===== config.mk =====
export PLATFORM = sky130hd
export DESIGN_NAME = wrw_watchdog
export DESIGN_NICKNAME = d
export VERILOG_FILES = /design/src/design/wrw_pkg.sv /design/src/design/wrw_prescaler.sv /design/src/design/wrw_reset_pulse.sv /design/src/design/wrw_watchdog.sv
export SDC_FILE = /design/constraint.sdc
export NUM_CORES = 1
export LEC_CHECK = 0
export BUFFER_PORTS_ARGS = -buffer_cell sky130_fd_sc_hd__buf_2
export CAP_MARGIN = 5
export CORE_ASPECT_RATIO = 0.75
export CORE_UTILIZATION = 37
export CTS_CLUSTER_DIAMETER = 50
export DETAILED_ROUTE_END_ITERATION = 10
export GPL_ROUTABILITY_DRIVEN = 0
export PLACE_DENSITY = 0.63
export SYNTH_ARGS = -nofsm -noshare
export SYNTH_HDL_FRONTEND = slang
export SYNTH_HIERARCHICAL = 1
export SYNTH_SLANG_ARGS = --single-unit

===== constraint.sdc =====
create_clock -name mclk -period 2.9 [get_ports mclk]
set_input_delay 0.435 -clock mclk [delete_from_list [all_inputs] [get_ports mclk]]
set_output_delay 0.435 -clock mclk [all_outputs]
set_load 0.01 [all_outputs]

===== src/design/wrw_pkg.sv =====
// Constants, types and shared layout for the windowed reset watchdog.
// Assumes a single 100 MHz machine clock and a synchronous active-high reset.
//
// Contract
// - Count decrements once per 16000 machine cycles via an internal prescaler.
// - Timeout is programmable in 64 steps of one decrement period.
// - Active watchdog resets chip when count steps 40h to 3Fh.
// - Expiry reset drives the external reset line low for about 30 us.
// - Counter keeps decrementing even when the watchdog is inactive.
// - Watchdog inactive after reset; only reset deactivates it; here an option write clearing hw_watchdog does so while act_q is 0.
// - Setting activation with top count bit clear resets immediately.
// - HALT while active resets the chip unless the halt option is set.
// - Hardware watchdog option forces activation; software bit ignored.
// - With the halt option, HALT enters halt mode without reset.
// - Refresh does not clear the prescaler, so expiry time varies.
// - Reset phase of 256 or 4096 CPU cycles follows expiry; the long setting reports 4095 (FFFh) here.
// - Control register: activation bit 7, count bits 6..0, resets to 7Fh.
// - Activation bit set by software, cleared only by reset.
package wrw_pkg;

   // ------------------------------------------------------------------
   // Timing
   // ------------------------------------------------------------------
   localparam int unsigned CLK_HZ = 100_000_000;
   localparam int unsigned PRESCALE_CYCLES = 16000;
   localparam int unsigned RESET_PULSE_NS = 30000;
   localparam int unsigned RESET_PULSE_CYCLES = (RESET_PULSE_NS * (CLK_HZ / 1_000_000)) / 1000;
   localparam int unsigned RESET_PHASE_SHORT = 256;
   localparam int unsigned RESET_PHASE_LONG = 4096;

   // ------------------------------------------------------------------
   // Register map and fields
   // ------------------------------------------------------------------
   localparam logic [31:0] CTRL_OFFSET = 32'h0000_0000;
   localparam logic [31:0] OPT_OFFSET = 32'h0000_0004;
   localparam logic [31:0] STAT_OFFSET = 32'h0000_0008;
   localparam int unsigned ACT_BIT = 7;
   localparam int unsigned TOP_BIT = 6;
   localparam logic [6:0] COUNT_RESET = 7'h7f;
   localparam logic [1:0] AXI_OKAY = 2'h0;
   localparam logic [1:0] AXI_SLVERR = 2'h2;

   // Reset cause encoding.
   typedef enum logic [1:0] {
      WRW_CAUSE_NONE = 2'b00,
      WRW_CAUSE_EXPIRE = 2'b01,
      WRW_CAUSE_SOFT = 2'b10,
      WRW_CAUSE_HALT = 2'b11
   } wrw_cause_t;

   // Control register image.
   typedef struct packed {
      logic activation_flag;
      logic [6:0] count;
   } wrw_ctrl_t;

   // Option byte settings.
   typedef struct packed {
      logic hw_watchdog;
      logic halt_without_reset_option;
      logic long_reset_phase;
   } wrw_opt_t;

endpackage : wrw_pkg


===== src/design/wrw_prescaler.sv =====
// Free-running prescaler producing one-cycle tick pulses.
// Assumes the machine clock and synchronous reset of the watchdog.
`timescale 1ns/1ns
module wrw_prescaler #(
   parameter int unsigned DIVIDE = 16000
) (
   input wire logic mclk,
   input wire logic sys_rst,
   output logic tick
);
   localparam int unsigned W = $clog2(DIVIDE);
   localparam logic [W-1:0] LAST = W'(DIVIDE - 1);

   logic [W-1:0] cnt_q;

   // ------------------------------------------------------------------
   // Divider
   // ------------------------------------------------------------------
   // Never cleared by software so a refresh leaves the phase alone.
   always_ff @(posedge mclk) begin
      if (sys_rst) begin
         cnt_q <= '0;
      end else if (cnt_q == LAST) begin
         cnt_q <= '0;
      end else begin
         cnt_q <= cnt_q + W'(1);
      end
   end

   // Tick on the final cycle of each period.
   assign tick = (cnt_q == LAST);
endmodule : wrw_prescaler


===== src/design/wrw_reset_pulse.sv =====
// Reset pulse stretcher: holds the external reset line low for a fixed count.
// Assumes start is a one-cycle pulse in the machine clock domain.
`timescale 1ns/1ns
module wrw_reset_pulse #(
   parameter int unsigned LENGTH = 3000
) (
   input wire logic mclk,
   input wire logic sys_rst,
   input wire logic start,
   output logic reset_out_n
);
   localparam int unsigned W = $clog2(LENGTH + 1);

   logic [W-1:0] left_q;

   // ------------------------------------------------------------------
   // Stretch counter
   // ------------------------------------------------------------------
   // A new start restarts the full length; the chip reset is not shortened.
   always_ff @(posedge mclk) begin
      if (sys_rst) begin
         left_q <= '0;
      end else if (start) begin
         left_q <= W'(LENGTH);
      end else if (left_q != '0) begin
         left_q <= left_q - W'(1);
      end
   end

   // Registered so the pin is glitch-free.
   always_ff @(posedge mclk) begin
      if (sys_rst) begin
         reset_out_n <= 1'b1;
      end else begin
         reset_out_n <= ~(start || left_q > W'(1));
      end
   end
endmodule : wrw_reset_pulse


===== src/design/wrw_watchdog.sv =====
// Windowed reset watchdog top: AXI4-Lite slave, down-counter and reset request.
// Assumes the system feeds reset_out_n back into sys_rst and halt_req from the CPU.
//
// The implementer's own choices: the register addresses and register access over AXI4-Lite.
`timescale 1ns/1ns
module wrw_watchdog #(
   parameter int unsigned PRESCALE = wrw_pkg::PRESCALE_CYCLES,
   parameter int unsigned PULSE = wrw_pkg::RESET_PULSE_CYCLES
) (
   input wire logic mclk,
   input wire logic sys_rst,
   input wire logic [31:0] s_axi_awaddr,
   input wire logic s_axi_awvalid,
   output logic s_axi_awready,
   input wire logic [31:0] s_axi_wdata,
   input wire logic [3:0] s_axi_wstrb,
   input wire logic s_axi_wvalid,
   output logic s_axi_wready,
   output logic [1:0] s_axi_bresp,
   output logic s_axi_bvalid,
   input wire logic s_axi_bready,
   input wire logic [31:0] s_axi_araddr,
   input wire logic s_axi_arvalid,
   output logic s_axi_arready,
   output logic [31:0] s_axi_rdata,
   output logic [1:0] s_axi_rresp,
   output logic s_axi_rvalid,
   input wire logic s_axi_rready,
   input wire logic halt_req,
   output logic halt_grant,
   output logic reset_out_n,
   output logic [11:0] reset_phase_cycles
);

   // ------------------------------------------------------------------
   // State
   // ------------------------------------------------------------------
   logic act_q;
   logic [6:0] count_q;
   wrw_pkg::wrw_opt_t opt_q;
   wrw_pkg::wrw_cause_t cause_q;
   logic [31:0] awaddr_q;
   logic aw_held_q;
   logic [31:0] wdata_q;
   logic [3:0] wstrb_q;
   logic w_held_q;
   logic tick;
   logic active;
   logic wr_fire;
   logic ctrl_wr;
   logic opt_wr;
   logic expire;
   logic soft_rst;
   logic halt_rst;
   logic rst_req;
   logic [31:0] wr_addr;
   logic [31:0] wr_data;

   // Word-aligned decode used by both the read and the write paths.
   function automatic logic [1:0] decode(input logic [31:0] addr);
      logic [1:0] sel;
      sel = 2'h3;
      if (addr[31:2] == wrw_pkg::CTRL_OFFSET[31:2]) begin
         sel = 2'h0;
      end else if (addr[31:2] == wrw_pkg::OPT_OFFSET[31:2]) begin
         sel = 2'h1;
      end else if (addr[31:2] == wrw_pkg::STAT_OFFSET[31:2]) begin
         sel = 2'h2;
      end
      return sel;
   endfunction : decode

   // ------------------------------------------------------------------
   // Submodules
   // ------------------------------------------------------------------
   wrw_prescaler #(
      .DIVIDE(PRESCALE)
   ) u_pre (
      .mclk(mclk),
      .sys_rst(sys_rst),
      .tick(tick)
   );

   wrw_reset_pulse #(
      .LENGTH(PULSE)
   ) u_pulse (
      .mclk(mclk),
      .sys_rst(sys_rst),
      .start(rst_req),
      .reset_out_n(reset_out_n)
   );

   // ------------------------------------------------------------------
   // AXI4-Lite write channel
   // ------------------------------------------------------------------
   // Address and data are captured independently in either order.
   assign s_axi_awready = ~aw_held_q & ~s_axi_bvalid;
   assign s_axi_wready = ~w_held_q & ~s_axi_bvalid;
   assign wr_addr = aw_held_q ? awaddr_q : s_axi_awaddr;
   assign wr_data = w_held_q ? wdata_q : s_axi_wdata;
   assign wr_fire = (aw_held_q | (s_axi_awvalid & s_axi_awready))
      & (w_held_q | (s_axi_wvalid & s_axi_wready));

   always_ff @(posedge mclk) begin
      if (sys_rst) begin
         aw_held_q <= 1'b0;
         awaddr_q <= 32'h0000_0000;
      end else if (wr_fire) begin
         aw_held_q <= 1'b0;
      end else if (s_axi_awvalid & s_axi_awready) begin
         aw_held_q <= 1'b1;
         awaddr_q <= s_axi_awaddr;
      end
   end

   always_ff @(posedge mclk) begin
      if (sys_rst) begin
         w_held_q <= 1'b0;
         wdata_q <= 32'h0000_0000;
         wstrb_q <= 4'h0;
      end else if (wr_fire) begin
         w_held_q <= 1'b0;
      end else if (s_axi_wvalid & s_axi_wready) begin
         w_held_q <= 1'b1;
         wdata_q <= s_axi_wdata;
         wstrb_q <= s_axi_wstrb;
      end
   end

   // Write response; unmapped or read-only targets answer SLVERR.
   always_ff @(posedge mclk) begin
      if (sys_rst) begin
         s_axi_bvalid <= 1'b0;
         s_axi_bresp <= wrw_pkg::AXI_OKAY;
      end else if (wr_fire) begin
         s_axi_bvalid <= 1'b1;
         s_axi_bresp <= (decode(wr_addr) < 2'h2) ? wrw_pkg::AXI_OKAY : wrw_pkg::AXI_SLVERR;
      end else if (s_axi_bready) begin
         s_axi_bvalid <= 1'b0;
      end
   end

   // Only the low byte lane carries register bits.
   assign ctrl_wr = wr_fire & (decode(wr_addr) == 2'h0)
      & (w_held_q ? wstrb_q[0] : s_axi_wstrb[0]);
   assign opt_wr = wr_fire & (decode(wr_addr) == 2'h1)
      & (w_held_q ? wstrb_q[0] : s_axi_wstrb[0]);

   // ------------------------------------------------------------------
   // Watchdog core
   // ------------------------------------------------------------------
   // Option settings stand in for the option byte and survive only until reset.
   always_ff @(posedge mclk) begin
      if (sys_rst) begin
         opt_q <= '0;
      end else if (opt_wr) begin
         opt_q <= wr_data[2:0];
      end
   end

   // Activation is sticky: a zero write never clears it.
   always_ff @(posedge mclk) begin
      if (sys_rst) begin
         act_q <= 1'b0;
      end else if (ctrl_wr & wr_data[wrw_pkg::ACT_BIT]) begin
         act_q <= 1'b1;
      end
   end

   assign active = act_q | opt_q.hw_watchdog;

   // Free-running counter; a write replaces the count, else a tick decrements it.
   always_ff @(posedge mclk) begin
      if (sys_rst) begin
         count_q <= wrw_pkg::COUNT_RESET;
      end else if (ctrl_wr) begin
         count_q <= wr_data[6:0];
      end else if (tick) begin
         count_q <= count_q - 7'h01;
      end
   end

   // Expiry is the 40h to 3Fh step; each low-bit step is one period.
   assign expire = active & tick & ~ctrl_wr & (count_q == 7'h40);
   assign soft_rst = ctrl_wr & ~wr_data[wrw_pkg::TOP_BIT]
      & (wr_data[wrw_pkg::ACT_BIT] | active);
   assign halt_rst = halt_req & active & ~opt_q.halt_without_reset_option;
   assign halt_grant = halt_req & ~halt_rst;
   assign rst_req = expire | soft_rst | halt_rst;

   // Cause of the most recent request; visible until the system reset lands.
   always_ff @(posedge mclk) begin
      if (sys_rst) begin
         cause_q <= wrw_pkg::WRW_CAUSE_NONE;
      end else if (expire) begin
         cause_q <= wrw_pkg::WRW_CAUSE_EXPIRE;
      end else if (soft_rst) begin
         cause_q <= wrw_pkg::WRW_CAUSE_SOFT;
      end else if (halt_rst) begin
         cause_q <= wrw_pkg::WRW_CAUSE_HALT;
      end
   end

   // Reset phase length reported to the reset controller.
   always_ff @(posedge mclk) begin
      if (sys_rst) begin
         reset_phase_cycles <= 12'(wrw_pkg::RESET_PHASE_SHORT);
      end else begin
         reset_phase_cycles <= opt_q.long_reset_phase
            ? 12'(wrw_pkg::RESET_PHASE_LONG - 1) : 12'(wrw_pkg::RESET_PHASE_SHORT);
      end
   end

   // ------------------------------------------------------------------
   // AXI4-Lite read channel
   // ------------------------------------------------------------------
   // One read at a time; rvalid blocks further addresses.
   assign s_axi_arready = ~s_axi_rvalid;

   always_ff @(posedge mclk) begin
      if (sys_rst) begin
         s_axi_rvalid <= 1'b0;
         s_axi_rdata <= 32'h0000_0000;
         s_axi_rresp <= wrw_pkg::AXI_OKAY;
      end else if (s_axi_arvalid & s_axi_arready) begin
         s_axi_rvalid <= 1'b1;
         s_axi_rresp <= wrw_pkg::AXI_OKAY;
         unique case (decode(s_axi_araddr))
            2'h0: begin
               s_axi_rdata <= {24'h000000, active, count_q};
            end
            2'h1: begin
               s_axi_rdata <= {29'h00000000, opt_q};
            end
            2'h2: begin
               s_axi_rdata <= {30'h00000000, cause_q};
            end
            2'h3: begin
               s_axi_rdata <= 32'h0000_0000;
               s_axi_rresp <= wrw_pkg::AXI_SLVERR;
            end
         endcase
      end else if (s_axi_rready) begin
         s_axi_rvalid <= 1'b0;
      end
   end

endmodule : wrw_watchdog


Word level (Yosys, flattened, before mapping)

Cells that the tools add are included.

Output and inout port bits: 55
Bits of input ports: 108
Register bits after elaboration: 133
Logic and storage cells: 118

Add/sub/neg operators: 3
Magnitude comparators: 2
Reductions and logical operators: 18
Equal/unequal tests: 10
Muxes and demuxes: 28
Bitwise gates (word level): 35

Operator list:

| kind                                                           | number |
|---|---|
| one-hot mux 32 bit (4 select lines)                            | 1 |
| == test 30 x 1 -> 1 bit, second input constant                 | 2 |
| == test 30 x 2 -> 1 bit, second input constant                 | 2 |
| zero test 30 bit                                               | 2 |
| two-way mux 12 bit                                             | 3 |
| two-way mux 32 bit                                             | 1 |
| two-way mux 2 bit                                              | 12 |
| AND 1 bit                                                      | 19 |
| adder 14 x 1 -> 14 bit, second input constant                  | 1 |
| == test 14 bit, second input constant                          | 1 |
| two-way mux 7 bit                                              | 2 |
| greater-than comparator 12 x 1 -> 1 bit, second input constant | 1 |
| nonzero test 12 bit                                            | 1 |
| subtractor 12 x 1 -> 12 bit, second input constant             | 1 |
| NOT 1 bit                                                      | 10 |
| nonzero test 2 bit                                             | 5 |
| two-way mux 1 bit                                              | 8 |
| two-way mux 8 bit                                              | 1 |
| OR reduction 2 bit                                             | 4 |
| == test 7 bit, second input constant                           | 1 |
| subtractor 7 x 1 -> 7 bit, second input constant               | 1 |
| OR 1 bit                                                       | 6 |
| == test 2 x 1 -> 1 bit, second input constant                  | 2 |
| == test 2 bit, second input constant                           | 2 |
| other kinds (5)                                                | 7 |

Longest topological paths before layout

Word-level depth: 15
Mapped depth: 12
Gate-level depth less buffers: 10

Hierarchy

Netlist, hierarchy kept.

Modules (own cells, without submodules):

| module          | seq. area each (µm²) | area each (µm²) | cells an instance | instances |
|---|---|---|---|---|
| wrw_watchdog    | 1341.3               | 3318.2          | 405               | 1 |
| wrw_reset_pulse | 260.2                | 704.4           | 74                | 1 |
| wrw_prescaler   | 280.3                | 620.6           | 66                | 1 |

Least setup slack after synthesis

Ideal clock, no wire load.

Path kind: register to register
Start point: register u_pre.cnt_q[0]
End point: register count_q[5]
Setup time: 0.123 ns
Stages on the path, launching flop included: 9
Setup slack: 0.439 ns
Clock period less this slack: 2.461 ns
Data required time: 2.777 ns
Buffers on the path: 0
Arrival time: 2.337 ns
Path through: dfxtp_1 ha_1 nand2_1 nor4_4 or4b_2 nor3_1 xnor2_1 mux2i_1 or2_2

Cells in the longest elaborated chain, start to end: 2

RTL lines:

| item                         | RTL line            | source |
|---|---|---|
| start, declared              | wrw_prescaler.sv:14 | `logic [W-1:0] cnt_q;` |
| start signal, assigned       | wrw_prescaler.sv:26 | `cnt_q <= cnt_q + W'(1);` |
| == test 14 bit               | wrw_prescaler.sv:31 | `assign tick = (cnt_q == LAST);` |
| named net tick               | wrw_watchdog.sv:47  | `logic tick;` |
| nonzero test 2 bit (no line) | n/a                 |  |
| end signal, assigned         | wrw_watchdog.sv:175 | `count_q <= wrw_pkg::COUNT_RESET;` |
| end signal, assigned         | wrw_watchdog.sv:177 | `count_q <= wr_data[6:0];` |
| end signal, assigned         | wrw_watchdog.sv:179 | `count_q <= count_q - 7'h01;` |
| end, declared                | wrw_watchdog.sv:39  | `logic [6:0] count_q;` |

The timed path passes the listed nets, and every way through them passes these cells.
A chain may end at the register's enable or synchronous reset.

Final worst setup path

Same ends and word-level chain as after synthesis.

==> impl_metrics.toml <==
[worst_setup_path]
start_kind = "flop"
critPathKind = "flop to flop"
slowest_stage = "or4b_2"
path_cells = "ha_1, nand2_1, nor4_4, or4b_2, nor3_1, xnor2_1, mux2i_1, or2_2"
cp_num_buf_inv = 0
cp_max_fo = 4
critical-path-max-stage-delay_ns = 0.65
worstPathArrival_ns = 2.80
crit_required_ns = 3.13
r2r_slack_ns = 0.32
path_delay_family = "simple AND/OR/NAND/NOR gates"
endpoint_kind = "flop"

[clock_network]
clk_latency_ns = 0.34
ctsLongestPathBuffers = 2
cts_setup_buffers = 0
numCtsBuffers = 9
cts_tree = "done"
clock-root-buffer = "clkbuf_16"
cts_resized = 0
ctsHtreeMaxLevel = 3
postCtsHoldBufs = 0
clkSinkCount = 94
clk_pin_slew_worst_paths_ns = 0.07

[sta]
final.setup.worst_slack_ns = 0.323
fmax_mhz = 388
setup_viol = 0
fin_crit_sh_pct = 88.8
fin_crit_ns = 2.58
report.final.slew_viol_count = 0
maxSlewHeadroom_pct = 46.6
fin_skew_ns = 0.00893
rsz0062_at_grt = "no"
tightest_slew_ns = 0.801
hold_slack_ns = 0.263
hold_viol = 0
finalSetupTns_ns = 0

[routing]
wl_per_cell_um = 12.8
ant_nets = 0
dr_total_vias = 3988
drt_iter0_drc = 171
viasPerCell = 4.96
drc = 0
drtPass1Iterations = 5
wl_um = 10300

[place]
portBuffers = 104
dpl.hpwl_um = 7750
dp_slack_ns = 0.211

[die]
num_rows = 35
die_h_um = 99.0
start_util_pct = 37.9
top_level_ports = 163
die_area_mm2 = 0.0130
placeableCoreArea_mm2 = 0.0123
fp.dieW_um = 131

[synth]
synth_edf_count = 0
ys_async_sr_fraction_pct = 0
yosysWarnings = 6
synthDistinctLibCells = 64
synth_seq_area_share_pct = 40.5
ys.flop_type = "dfxtp_1"
avgSynthCellArea_um2 = 8.52
ys_ff_latch = 94
synth_cells = 545
syn-cell-area_mm2 = 0.00464

[min_path]
hold_class = "input port to flop"

[pwr]
ir_drop_uv = 354
p_leak_nw = 2.35
power_density_mw_per_mm2 = 646

[global_route]
overflow = 0
grt_use_total_pct = 16.2
grt_pass1_wl_um = 17100
grt_max_degree = 42
antenna_found_initial = 0
grt_pass1_vias = 3652

[cells_and_area]
area.growth.synth_to_final_pct = 17.8
final_cell_mix = "buf_2, dfxtp_1, nand2_1"
diodes = 0
nets = 747
finish.utilization_pct = 44.6
final_common_cell = "buf_2"
layout-drive-gt1-share_pct = 24.0
fillers = 1212

[outcome]
run_status = "finished clean"

[run]
max-cap-violations = 0
[path summary, 6_finish.rpt]
path | start | end | depth (start not counted)
worst min-delay path | s_axi_rready | s_axi_rvalid$_SDFFE_PP0P_ | 2
worst max-delay path | u_pre/cnt_q[0]$_SDFF_PP0_ | count_q[5]$_SDFFE_PP1P_ | 8
worst min register to register | awaddr_q[4]$_SDFFE_PP0P_ | awaddr_q[4]$_SDFFE_PP0P_ | 2
worst max register to register | u_pre/cnt_q[0]$_SDFF_PP0_ | count_q[5]$_SDFFE_PP1P_ | 8
[state kept, by name, indices dropped and copies added, names as in the netlist, 2 cells and up]
| name | cells |
|---|---|
| awaddr_q | 30 |
| cause_q | 2 |
| count_q | 7 |
| opt_q | 3 |
| s_axi_rdata | 8 |
| u_pre/cnt_q | 14 |
| u_pulse/left_q | 12 |
| wdata_q | 8 |
[where the power goes]
part | switching [mW] | total, mW | internal (mW) | leakage, nW
clock network | 0.521 | 1.23 | 0.704 | 0.151
logic | 0.421 | 0.773 | 0.352 | 1.44
registers | 0.132 | 1.54 | 1.40 | 0.766
[cell usage after synthesis, types with 8 or more instances]
master,count,area share [%]
dfxtp_1,94,41
xnor2_1,16,3.0
mux2i_1,29,6.3
nor4_1,23,3.1
nor2_1,52,4.2
nand3_1,12,1.3
buf_4,39,6.3
nor3_1,16,1.7
nand4_1,8,1.1
nand2_1,87,7.0
a21oi_1,48,5.2
clkbuf_1,16,1.3
inv_1,12,0.97
[layout make-up]
class | count | area [um2] | area share, %
multi-input combinational | 404 | 2430 | 44.4
tap | 166 | 208 | 3.80
inverter | 12 | 45.0 | 0.824
sequential | 94 | 1880 | 34.4
clock inverter | 6 | 72.6 | 1.33
clock buffer | 10 | 239 | 4.37
timing repair buffer | 112 | 593 | 10.8
[worst reg2reg max path, cell delays in order (launching register included)]
cell and delay, ns:
dfxtp_1 0.36, ha_1 0.21, nand2_1 0.16, nor4_4 0.35
or4b_2 0.65, nor3_1 0.22, xnor2_1 0.16, mux2i_1 0.08
or2_2 0.27
[kinds of logic (layout without fill, tap and decap cells)]
| family | after synthesis | in the layout | share of synthesized area [%] |
|---|---|---|---|
| fa+ha+maj | 6 | 6 | 1.62 |
| xor+xnor | 23 | 23 | 4.34 |
| buf+inv | 72 | 140 | 9.19 |
| other cells | 2 | 27 | 0.162 |
| flops | 94 | 94 | 40.5 |
| mux | 32 | 32 | 6.98 |
| compound gates | 77 | 77 | 10.6 |
| simple gates | 239 | 239 | 26.5 |
[metrics by stage]
| stage | area (um2) | std cells | power [mW] |
|---|---|---|---|
| floorplan | 4740 | 570 | 2.14 |
| global placement | 5160 | 788 | 2.31 |
| detailed placement | 5160 | 788 | 2.33 |
| CTS | 5470 | 804 | 3.56 |
| global route | 5470 | 804 | 3.72 |
| finish | 5470 | 804 | 3.53 |
[per-layer routing]
layer / wire, um / vias up / GRT usage, %
li1: - / 2004 / -
met1: 5000 / 1843 / 21.5
met2: 4480 / 127 / 25.3
met3: 623 / 14 / 4.17
met4: 155 / 0 / 6.26
met5: 0 / - / 0
(Power assumes the default switching activity.)
